$ cat src/shared/tws_pkg.sv
package tws_pkg;
    // Clock period of the system clock
    localparam int CLK_NS = 100;
    // Quarter of one serial bit, least time
    localparam int T_QTR_NS = 2500;
    localparam int QTR_CYC = (T_QTR_NS + CLK_NS - 1) / CLK_NS;
    // Idle time before the bus counts as free
    localparam int T_FREE_NS = 4700;
    localparam int FREE_CYC = (T_FREE_NS + CLK_NS - 1) / CLK_NS;
    // Register word offsets
    localparam logic [2:0] OFS_CTRL = 3'h0;
    localparam logic [2:0] OFS_STAT = 3'h1;
    localparam logic [2:0] OFS_DATA = 3'h2;
    localparam logic [2:0] OFS_IST = 3'h3;
    localparam logic [2:0] OFS_IMASK = 3'h4;
    // Control bit positions
    localparam int B_FLAG = 7;
    localparam int B_ACKEN = 6;
    localparam int B_BEGIN = 5;
    localparam int B_END = 4;
    localparam int B_WCOL = 3;
    localparam int B_EN = 2;
    localparam int B_IRQEN = 0;
    // Interrupt status bit positions
    localparam int E_FLAG = 0;
    localparam int E_WCOL = 1;
    localparam int E_ARB = 2;
    // Reset values
    localparam logic [7:0] RST_CTRL = 8'h00;
    localparam logic [7:0] RST_CODE = 8'hf8;
    localparam logic [7:0] RST_DATA = 8'hff;
    // Status codes
    localparam logic [7:0] C_START = 8'h08;
    localparam logic [7:0] C_RSTART = 8'h10;
    localparam logic [7:0] C_AW_ACK = 8'h18;
    localparam logic [7:0] C_AW_NACK = 8'h20;
    localparam logic [7:0] C_DT_ACK = 8'h28;
    localparam logic [7:0] C_DT_NACK = 8'h30;
    localparam logic [7:0] C_ARB = 8'h38;
    localparam logic [7:0] C_AR_ACK = 8'h40;
    localparam logic [7:0] C_AR_NACK = 8'h48;
    localparam logic [7:0] C_DR_ACK = 8'h50;
    localparam logic [7:0] C_DR_NACK = 8'h58;
    // Sequencer states, Gray along the usual path
    typedef enum logic [2:0] {
        S_IDLE = 3'h0,
        S_WAIT = 3'h1,
        S_START = 3'h3,
        S_HOLD = 3'h2,
        S_BIT = 3'h6,
        S_STOP = 3'h7
    } tws_state_t;
endpackage : tws_pkg

$ cat src/tws_master.sv
// Added by the designer: the placing of the registers and the Avalon-MM interface to the registers.
`timescale 1ns/1ns
// Summary of operation
// - Transmit results report 18, 20, 28, 30
// - Clear with no conditions sends loaded byte, or receives one in read mode
// - Begin request alone gives repeated start
// - End request alone stops, then self-clears
// - Both requests: stop, start, end bit cleared
// - Arbitration loss reports 38, releases bus
// - After loss, begin request waits free bus
// - Enable plus begin request starts on free bus
// - Start sent sets flag, code 08
// - Read address result reports 38, 40, 48
// - Received byte readable when flag set
// - Repeated start reports 10, keeps bus
// - Writing flag one clears it, resumes transfer
// - Data write while flag low sets collision
// - Receive acks by the acknowledge enable bit
module tws_master (
    input wire logic clk, // System clock
    input wire logic rst_n, // Synchronous reset
    input wire logic [2:0] address, // Word index
    input wire logic read, // Read request
    input wire logic write, // Write request
    input wire logic [7:0] writedata, // Write data
    output logic [7:0] readdata, // Read data
    output logic waitrequest, // Stall the master
    output logic irq, // Interrupt level
    input wire logic scl_i, // Clock line level
    output logic scl_o, // Clock drive value
    output logic scl_oe, // Clock pulled low
    input wire logic sda_i, // Data line level
    output logic sda_o, // Data drive value
    output logic sda_oe // Data pulled low
);
    tws_pkg::tws_state_t state; // Sequencer state
    logic [7:0] ctrl; // Control bits other than flag
    logic [7:0] code; // Status code
    logic [7:0] dreg; // Data register
    logic [2:0] ist; // Sticky events
    logic [2:0] imask; // Event mask
    logic ack; // Bus answer phase
    logic rd_ist; // Pending read of events
    logic [1:0] scl_m, sda_m; // Synchroniser stages, second stage in bit 1
    logic scl_s, sda_s; // Synchronised levels
    logic [5:0] qcnt; // Quarter bit timer
    logic [1:0] ph; // Quarter within a bit
    logic [3:0] bitcnt; // Bit in the current byte
    logic [8:0] sh; // Outgoing bits, ack last
    logic [8:0] rxsh; // Sampled bits, ack last
    logic owned; // Bus is ours
    logic first; // Next byte is the address
    logic rx_mode; // Receiving data bytes
    logic [5:0] free_cnt; // Idle bus timer

    // Bus decode
    wire req = read | write;
    wire rd = read & ack;
    wire wr = write & ack;
    wire wr_ctrl = wr & (address == tws_pkg::OFS_CTRL);
    wire wr_data = wr & (address == tws_pkg::OFS_DATA);
    wire flag = (state == tws_pkg::S_HOLD);
    // Enable written together with the flag clear counts at once
    wire en_now = wr_ctrl ? writedata[tws_pkg::B_EN] : ctrl[tws_pkg::B_EN];
    wire go = wr_ctrl & writedata[tws_pkg::B_FLAG] & en_now;
    wire w_begin = writedata[tws_pkg::B_BEGIN];
    wire w_end = writedata[tws_pkg::B_END];
    wire tick = (qcnt == 6'(tws_pkg::QTR_CYC - 1));
    wire stall = (ph == 2'h2) & ~scl_s;
    wire step = tick & ~stall;
    wire ph_end = step & (ph == 2'h3);
    wire sample = step & (ph == 2'h2) & (state == tws_pkg::S_BIT);
    wire byte_done = ph_end & (state == tws_pkg::S_BIT) & (bitcnt == 4'h8);
    wire is_tx = first | ~rx_mode;
    // drove high but the line reads low
    wire arb_lost = sample & (bitcnt < 4'h8) & is_tx & sh[8] & ~sda_s;
    wire bus_free = (free_cnt == 6'(tws_pkg::FREE_CYC));
    wire [7:0] ctrl_rd = {flag, ctrl[6:0]};
    wire [7:0] rd_mux =
        (address == tws_pkg::OFS_CTRL) ? ctrl_rd :
        (address == tws_pkg::OFS_STAT) ? code :
        (address == tws_pkg::OFS_DATA) ? dreg :
        (address == tws_pkg::OFS_IST) ? {5'h00, ist} :
        (address == tws_pkg::OFS_IMASK) ? {5'h00, imask} : 8'h00;
    wire flag_set_at_end = (state == tws_pkg::S_START) | byte_done;
    // Arbitration loss raises the flag too
    wire [2:0] ev = {arb_lost, wr_data & ~flag,
        (ph_end & flag_set_at_end) | arb_lost};
    wire [8:0] rxn = {rxsh[7:0], sda_s};
    // receive bytes answer with the ack enable bit
    wire [8:0] load = is_tx ? {dreg, 1'b1} :
        {8'hff, ~writedata[tws_pkg::B_ACKEN]};

    // One wait state, then the answer
    assign waitrequest = req & ~ack;
    assign scl_o = 1'b0;
    assign sda_o = 1'b0;
    assign irq = ctrl[tws_pkg::B_IRQEN] & |(ist & imask);

    // Answer phase and read data
    always_ff @(posedge clk)
    begin
        if (!rst_n)
        begin
            ack <= 1'b0;
            readdata <= 8'h00;
            rd_ist <= 1'b0;
        end
        else
        begin
            ack <= req & ~ack;
            // Captured early so it stands at the answer edge
            if (read & ~ack)
                readdata <= rd_mux;
            rd_ist <= read & ~ack & (address == tws_pkg::OFS_IST);
        end
    end

    // Line synchronisers, two stages each
    always_ff @(posedge clk)
    begin
        if (!rst_n)
        begin
            scl_m <= 2'h3;
            sda_m <= 2'h3;
        end
        else
        begin
            scl_m <= {scl_m[0], scl_i};
            sda_m <= {sda_m[0], sda_i};
        end
    end
    assign scl_s = scl_m[1];
    assign sda_s = sda_m[1];

    // Events stick; a set in the clearing cycle wins
    always_ff @(posedge clk)
    begin
        if (!rst_n)
        begin
            ist <= 3'h0;
            imask <= 3'h0;
        end
        else
        begin
            ist <= (ist & ~((rd & rd_ist) ? readdata[2:0] : 3'h0)) | ev;
            if (wr & (address == tws_pkg::OFS_IMASK))
                imask <= writedata[2:0];
        end
    end

    // Bus free when both lines idle long enough
    always_ff @(posedge clk)
    begin
        if (!rst_n || !(scl_s & sda_s))
            free_cnt <= 6'h00;
        else if (!bus_free)
            free_cnt <= free_cnt + 6'h01;
    end

    // Quarter bit timer runs only while the line moves
    always_ff @(posedge clk)
    begin
        if (!rst_n || state == tws_pkg::S_HOLD || state == tws_pkg::S_IDLE)
            qcnt <= 6'h00;
        else if (state == tws_pkg::S_WAIT || tick & ~stall)
            qcnt <= 6'h00;
        else if (!tick)
            qcnt <= qcnt + 6'h01;
    end

    // Control register; flag itself is the hold state
    always_ff @(posedge clk)
    begin
        if (!rst_n)
            ctrl <= tws_pkg::RST_CTRL;
        else if (wr_ctrl)
            ctrl <= {1'b0, writedata[6:4], ctrl[3], writedata[2:0]};
        // Separate ifs, so a data write cannot swallow the end clear
        else
        begin
            // discarded data write flags a collision
            if (wr_data)
                ctrl[tws_pkg::B_WCOL] <= ~flag;
            if (ph_end & (state == tws_pkg::S_STOP))
                ctrl[tws_pkg::B_END] <= 1'b0;
        end
    end

    // Data register: software byte or received byte
    always_ff @(posedge clk)
    begin
        if (!rst_n)
            dreg <= tws_pkg::RST_DATA;
        else if (wr_data & flag)
            dreg <= writedata;
        // received byte shown when the flag rises
        else if (byte_done & ~is_tx)
            dreg <= rxsh[8:1];
    end

    // Sequencer
    always_ff @(posedge clk)
    begin
        if (!rst_n || !en_now)
        begin
            state <= tws_pkg::S_IDLE;
            code <= tws_pkg::RST_CODE;
            ph <= 2'h0;
            bitcnt <= 4'h0;
            sh <= 9'h1ff;
            rxsh <= 9'h1ff;
            owned <= 1'b0;
            first <= 1'b0;
            rx_mode <= 1'b0;
        end
        else
        begin
            if (step)
                ph <= ph + 2'h1;
            if (sample)
                rxsh <= rxn;
            unique case (state)
                tws_pkg::S_IDLE:
                begin
                    // enable, begin request and flag clear
                    if (go & w_begin & ~w_end)
                        state <= tws_pkg::S_WAIT;
                end
                tws_pkg::S_WAIT:
                begin
                    ph <= 2'h1;
                    if (bus_free)
                        state <= tws_pkg::S_START;
                end
                tws_pkg::S_START:
                begin
                    if (ph_end)
                    begin
                        state <= tws_pkg::S_HOLD;
                        code <= owned ? tws_pkg::C_RSTART :
                            tws_pkg::C_START;
                        owned <= 1'b1;
                        first <= 1'b1;
                    end
                end
                tws_pkg::S_HOLD:
                begin
                    // nothing moves until the flag is cleared
                    if (go)
                    begin
                        ph <= 2'h0;
                        bitcnt <= 4'h0;
                        if (w_end)
                            state <= owned ? tws_pkg::S_STOP :
                                tws_pkg::S_IDLE;
                        else if (w_begin)
                            state <= owned ? tws_pkg::S_START :
                                tws_pkg::S_WAIT;
                        // send the byte and sample ack, or in read mode receive one and send ack
                        else if (owned)
                        begin
                            state <= tws_pkg::S_BIT;
                            sh <= load;
                        end
                        else
                            state <= tws_pkg::S_IDLE;
                    end
                end
                tws_pkg::S_BIT:
                begin
                    if (arb_lost)
                    begin
                        state <= tws_pkg::S_HOLD;
                        code <= tws_pkg::C_ARB;
                        owned <= 1'b0;
                    end
                    else if (ph_end)
                    begin
                        sh <= {sh[7:0], 1'b1};
                        bitcnt <= bitcnt + 4'h1;
                    end
                    if (byte_done & ~arb_lost)
                    begin
                        state <= tws_pkg::S_HOLD;
                        first <= 1'b0;
                        if (first)
                        begin
                            rx_mode <= dreg[0];
                            if (dreg[0])
                                code <= rxsh[0] ? tws_pkg::C_AR_NACK :
                                    tws_pkg::C_AR_ACK;
                            else
                                code <= rxsh[0] ? tws_pkg::C_AW_NACK :
                                    tws_pkg::C_AW_ACK;
                        end
                        else if (!rx_mode)
                            code <= rxsh[0] ? tws_pkg::C_DT_NACK :
                                tws_pkg::C_DT_ACK;
                        else
                            code <= sh[8] ? tws_pkg::C_DR_NACK :
                                tws_pkg::C_DR_ACK;
                    end
                end
                tws_pkg::S_STOP:
                begin
                    if (ph_end)
                    begin
                        owned <= 1'b0;
                        // stop then start on a free bus
                        state <= ctrl[tws_pkg::B_BEGIN] ? tws_pkg::S_WAIT :
                            tws_pkg::S_IDLE;
                    end
                end
                default:
                    state <= tws_pkg::S_IDLE;
            endcase
        end
    end

    // Line drive per state and quarter
    wire scl_low =
        // clock stretched while the flag is up and the bus is ours
        (flag & owned) |
        (state == tws_pkg::S_START &
            ((ph == 2'h0 & owned) | ph == 2'h3)) |
        (state == tws_pkg::S_BIT & ~ph[1]) |
        (state == tws_pkg::S_STOP & ph == 2'h0);
    wire sda_low =
        (state == tws_pkg::S_START & ph[1]) |
        (state == tws_pkg::S_BIT & ~sh[8]) |
        (state == tws_pkg::S_STOP & ~ph[1]);

    // Registered pin enables
    always_ff @(posedge clk)
    begin
        if (!rst_n)
        begin
            scl_oe <= 1'b0;
            sda_oe <= 1'b0;
        end
        else
        begin
            scl_oe <= scl_low;
            sda_oe <= sda_low;
        end
    end
endmodule : tws_master

$ cat config.mk
export PLATFORM = sky130hd
export DESIGN_NAME = tws_master
export DESIGN_NICKNAME = d
export VERILOG_FILES = /design/src/shared/tws_pkg.sv /design/src/tws_master.sv
export SDC_FILE = /design/constraint.sdc
export NUM_CORES = 1
export LEC_CHECK = 0
export BUFFER_PORTS_ARGS = -buffer_cell sky130_fd_sc_hd__buf_2
export CAP_MARGIN = 20
export CORE_ASPECT_RATIO = 1.75
export CORE_MARGIN = 2
export CORE_UTILIZATION = 30
export CTS_BUF_LIST = sky130_fd_sc_hd__clkbuf_8
export CTS_CLUSTER_DIAMETER = 80
export DETAILED_ROUTE_END_ITERATION = 10
export PLACE_DENSITY_LB_ADDON = 0.2
export SKIP_CTS_REPAIR_TIMING = 1
export SYNTH_ARGS = -nofsm -noshare
export SYNTH_HDL_FRONTEND = slang
export SYNTH_SLANG_ARGS = --single-unit
export TNS_END_PERCENT = 50
$ cat constraint.sdc
create_clock -name clk -period 2.9 [get_ports clk]
set_clock_uncertainty 0.1 [all_clocks]
set_input_delay 0.29 -clock clk [delete_from_list [all_inputs] [get_ports clk]]
set_output_delay 0.29 -clock clk [all_outputs]
set_load 0.02 [all_outputs]
== Word-level counts from Yosys, hierarchy flattened ==
Index checks and enable logic that the tools add are counted.

* Register bits: 87
* Input bits: 17
* Output and inout port bits: 14

* Add/sub/neg operators: 4
* Magnitude comparators: 1
* Equality and inequality tests: 27
* Multiplexer cells: 59
* Bitwise gates (word level): 67
* Reductions and logical operators: 26

{| class="wikitable"
|+ Operator list
! kind !! number
|-
| 8-bit two-way mux || 9
|-
| 9-bit two-way mux || 7
|-
| 3-bit two-way mux || 14
|-
| 1-bit bitwise AND || 40
|-
| 4-bit two-way mux || 5
|-
| 2-bit inequality test, second input constant || 10
|-
| 3-bit case mux with 6 select lines || 1
|-
| 9-bit case mux with 2 select lines || 1
|-
| 8-bit case mux with 2 select lines || 1
|-
| 7-bit two-way mux || 2
|-
| 1-bit inverter || 13
|-
| 6-bit by 1-bit adder with 6-bit output, second input constant || 2
|-
| 3-bit by 2-bit == test with 1-bit output, second input constant || 4
|-
| 5-bit two-way mux || 2
|-
| 1-bit OR || 10
|-
| 3-bit == test, second input constant || 3
|-
| 3-bit AND reduction || 3
|-
| 1-bit two-way mux || 8
|-
| 2-bit two-way mux || 4
|-
| 4-bit case mux with 2 select lines || 1
|-
| 4-bit AND reduction || 2
|-
| 2-bit nonzero test || 4
|-
| 7-bit AND reduction || 1
|-
| 3-bit bitwise AND || 2
|-
| other kinds (25) || 35
|}

== Logic depth before layout (Yosys ltp) ==
* Word-level depth: 14
* Depth in mapped cells: 8
* Depth with buffers taken out: 7

== Worst setup path before layout ==
Ideal clock, no wire load.

* Path kind: register -> register
* Start point: register ph[0]
* End point: register code[6]
* Arrival: 1.823 ns
* Required time: 2.678 ns
* Path slack: 0.855 ns
* Stages on the path, launching flop included: 8
* Clock period less this slack: 2.045 ns
* Path through: dfxtp_1 -> inv_1 -> ha_1 -> nor2b_1 -> nor2_1 -> nand4_1 -> and2_1 -> a221o_1

* Word-level cells in the longest chain between the ends: 14
* Elaborated cells on any way between the ends: 21

{| class="wikitable"
|+ RTL lines
! item !! line !! text
|-
| start: declaration || tws_master.sv:47 || <nowiki>logic [1:0] ph;</nowiki>
|-
| start signal: assignment || tws_master.sv:220 || <nowiki>ph <= ph + 2'h1;</nowiki>
|-
| 2-bit == test || tws_master.sv:69, tws_master.sv:72 ||
|-
| 1-bit bitwise AND || tws_master.sv:69 || <nowiki>wire stall = (ph == 2'h2) & ~scl_s;</nowiki>
|-
| 1-bit inverter || tws_master.sv:70 || <nowiki>wire step = tick & ~stall;</nowiki>
|-
| 1-bit bitwise AND || tws_master.sv:70 ||
|-
| 1-bit bitwise AND (2 in series) || tws_master.sv:72 || <nowiki>wire sample = step & (ph == 2'h2) & (state == tws_pkg::S_BIT);</nowiki>
|-
| 1-bit bitwise AND (4 in series) || tws_master.sv:76 || <nowiki>wire arb_lost = sample & (bitcnt < 4'h8) & is_tx & sh[8] & ~sda_s;</nowiki>
|-
| 1-bit inverter || tws_master.sv:283 || <nowiki>if (byte_done & ~arb_lost)</nowiki>
|-
| 1-bit bitwise AND || tws_master.sv:283 ||
|-
| 3-bit inequality test (no line) or 8-bit two-way mux (tied branches) || n/a ||
|-
| 3-bit AND reduction (no line) or 8-bit case mux with 2 select lines (tied branches) || n/a ||
|-
| end signal: assignment || tws_master.sv:291 || <nowiki>code <= rxsh[0] ? tws_pkg::C_AR_NACK :</nowiki>
|-
| end signal: assignment || tws_master.sv:294 || <nowiki>code <= rxsh[0] ? tws_pkg::C_AW_NACK :</nowiki>
|-
| end signal: assignment || tws_master.sv:298 || <nowiki>code <= rxsh[0] ? tws_pkg::C_DT_NACK :</nowiki>
|-
| end: declaration || tws_master.sv:38 || <nowiki>logic [7:0] code;</nowiki>
|}

Several ways; a longest one is shown, not always the timed one.
A chain may end at the register's enable or synchronous reset.

== Worst setup path after layout ==
Ends and elaborated chain as after synthesis.

==> out/results.ini <==
[status]
status = completed

[worst_setup_path]
cp_slowest_stage_delay_ns = 0.38
rrSetupSlack_ns = 0.50
path_class = flop to flop
critical_path_arrival_ns = 2.57
r2r_start = ph[0]
start_kind = flop
critPathMaxFanout = 8
startpoint = ph[0]
r2r_cells = 7
r2r_end = code[6]
endpoint = code[6]
slowest_stage = dfxtp_1
end_kind = flop
crit_required_ns = 3.07
path_cells = inv_1 -> ha_1 -> nor2b_1 -> nor2_1 -> nand4_1 -> and2_1 -> a221o_1

[layout]
area_delta_synth_final_pct = 12.8
layout.nets = 549
drive_gt1_share_pct = 12.5
antenna_cells = 0

[clock_network]
tritoncts = yes
clk_latency_ns = 0.38
numCtsBuffers = 9
ctsHtreeMaxLevel = 3
cts_root_buffer = clkbuf_8
cts.reportedPaths.clkPinSlew_ns = 0.10
clock_path_buffers = 2
clock_sinks = 84

[sta]
drv_slew = 0
period_share_pct = 82.7
setup_violations = 0
fin_hold_ws_ns = 0.0553
layout_min_cycle_time_ns = 2.40
fin_setup_tns_ns = 0
max_slew_margin_pct = 54.5
grt_setup_unrepaired = no
hold_violations = 0
fmax_ghz = 0.417
worst_slew_pin_slew_ns = 0.682

[synthesis]
yosysTopAreaCell = dfxtp_1
synthTopCellsByArea = dfxtp_1 (41%), nand2_1 (5.4%), nand3_1 (5.2%)
synthTopCellsByCount = dfxtp_1 (84), nand2_1 (59), nand3_1 (43)
synthFlopType = dfxtp_1
syn_inst = 497
synth_top_area_share_pct = 40.9
synth.avg_cell_area_um2 = 8.28
ys_ff_latch = 84
synth_area_mm2 = 0.00411
ys_warn_count = 0
ys_seq_area_share_pct = 40.9
async_flop_share_pct = 0
synth_edf_count = 0
synth_most_common_cell = dfxtp_1
ys_types = 58

[drt]
dr_wl_met3_um = 225
drc = 0
finalWirelength_um = 11600
wl_met2_um = 6500
highest_layer = met4
drt_iter0_drc = 211
wire_per_inst_um = 16.6
wl_met1_um = 4550
via_per_inst = 5.05
dr.pass1.iters = 5
vias = 3543
postRouteAntennaNets = 0

[pwr]
power_mw = 2.13
ir_drop_uv = 289
p_per_area_mw_per_mm2 = 458
p_leak_nw = 1.78

[global_routing]
overflow = 0
grt_max_degree = 25
track_usage_pct = 16.3
grt_pass1_vias = 3508
grt_pass1_wl_um = 18600
antenna_found_initial = 0

[place]
portBuffers = 28
dp_hpwl_um = 8880
place_congestion = 0.834

[floorplan]
core.rowCount = 56
design.core.area_mm2 = 0.0134
design.portCount = 31
die_y_um = 159
die_w_um = 92.5
die_area_mm2 = 0.0147
initial_core_util_pct = 30.7

[worst_hold_path]
worst_hold_path_type = input pin to flop
hold_start = writedata[3]

[run]
cap_viol_max_count = 0

[metal layers]
| layer | vias to the layer above | track usage, % |
|---|---|---|
| li1 | 1807 | - |
| met1 | 1667 | 17.9 |
| met2 | 49 | 30.0 |
| met3 | 20 | 3.08 |
| met4 | 0 | 6.92 |
| met5 | - | 0 |
[how the worst min path moves through the flow]
stage	cells after the start	end	slack, ns
floorplan	1	scl_m[1]	0.29
global placement	1	scl_m[1]	0.29
detailed placement	1	sda_m[1]	0.30
CTS	2	scl_m[0]	-0.02
global route	3	dreg[3]	0.04
finish	3	dreg[3]	0.06
[cell families after synthesis]
group,count (synthesis),synth area share [%]
buffers and inverters,40,4.08
flip-flops,84,40.9
XOR/XNOR,10,2.13
AO/OA/AOI/OAI,118,17.9
AND/OR/NAND/NOR,212,26.5
adder cells (fa/ha/maj),10,3.04
other,1,0.0912
multiplexers,22,5.41
[worst max-delay path, delay by kind of cell (launching register included)]
| kind | cells | cell delay (ns) |
|---|---|---|
| adders and majority gates | 1 | 0.24 |
| AOI/OAI and AO/OA | 1 | 0.29 |
| buffers and inverters | 1 | 0.08 |
| and+or+nand+nor | 4 | 1.21 |
| DFF | 1 | 0.38 |
[registers in the layout, summed over array words and instances, names as in the netlist, 4 cells and up]
register  count
rxsh          9
sh            9
dreg          8
readdata      8
ctrl          7
free_cnt      6
qcnt          6
code          5
bitcnt        4
[cells in the final DEF (no fill, tap or decap), types with 13 or more instances in the layout]
cell     count
mux2i_1     20
nor2b_1     18
buf_2       28
inv_1       13
nand3_1     43
a21oi_1     27
nor2_1      34
o21ai_0     41
dfxtp_1     84
nand2_1     59
[layout make-up]
type                            count  area, um^2
Tap cell                          174         218
Clock inverter                      7        65.1
Multi-Input combinational cell    374        2270
Fill cell                        1440        8740
Timing Repair Buffer               40         235
Sequential cell                    84        1680
Clock buffer                        9         124
Inverter                           13        48.8
[metrics by stage]
stage / instances / util (%) / area (um^2) / setup WS [ns]
after floorplan: 498 / - / 4120 / 0.855
after global placement: 683 / 33.1 / 4430 / 0.569
after detailed placement: 683 / 33.1 / 4430 / 0.508
after CTS: 699 / 34.5 / 4620 / 0.507
after global routing: 701 / 34.7 / 4640 / 0.327
final: 701 / 34.7 / 4640 / 0.502
[power by group]
part | internal, mW | switching (mW)
clock network | 0.334 | 0.499
registers | 1.17 | 0.0110
logic | 0.0445 | 0.0713
total | 1.55 | 0.581
No activity file was read; power rests on OpenSTA's default activity.
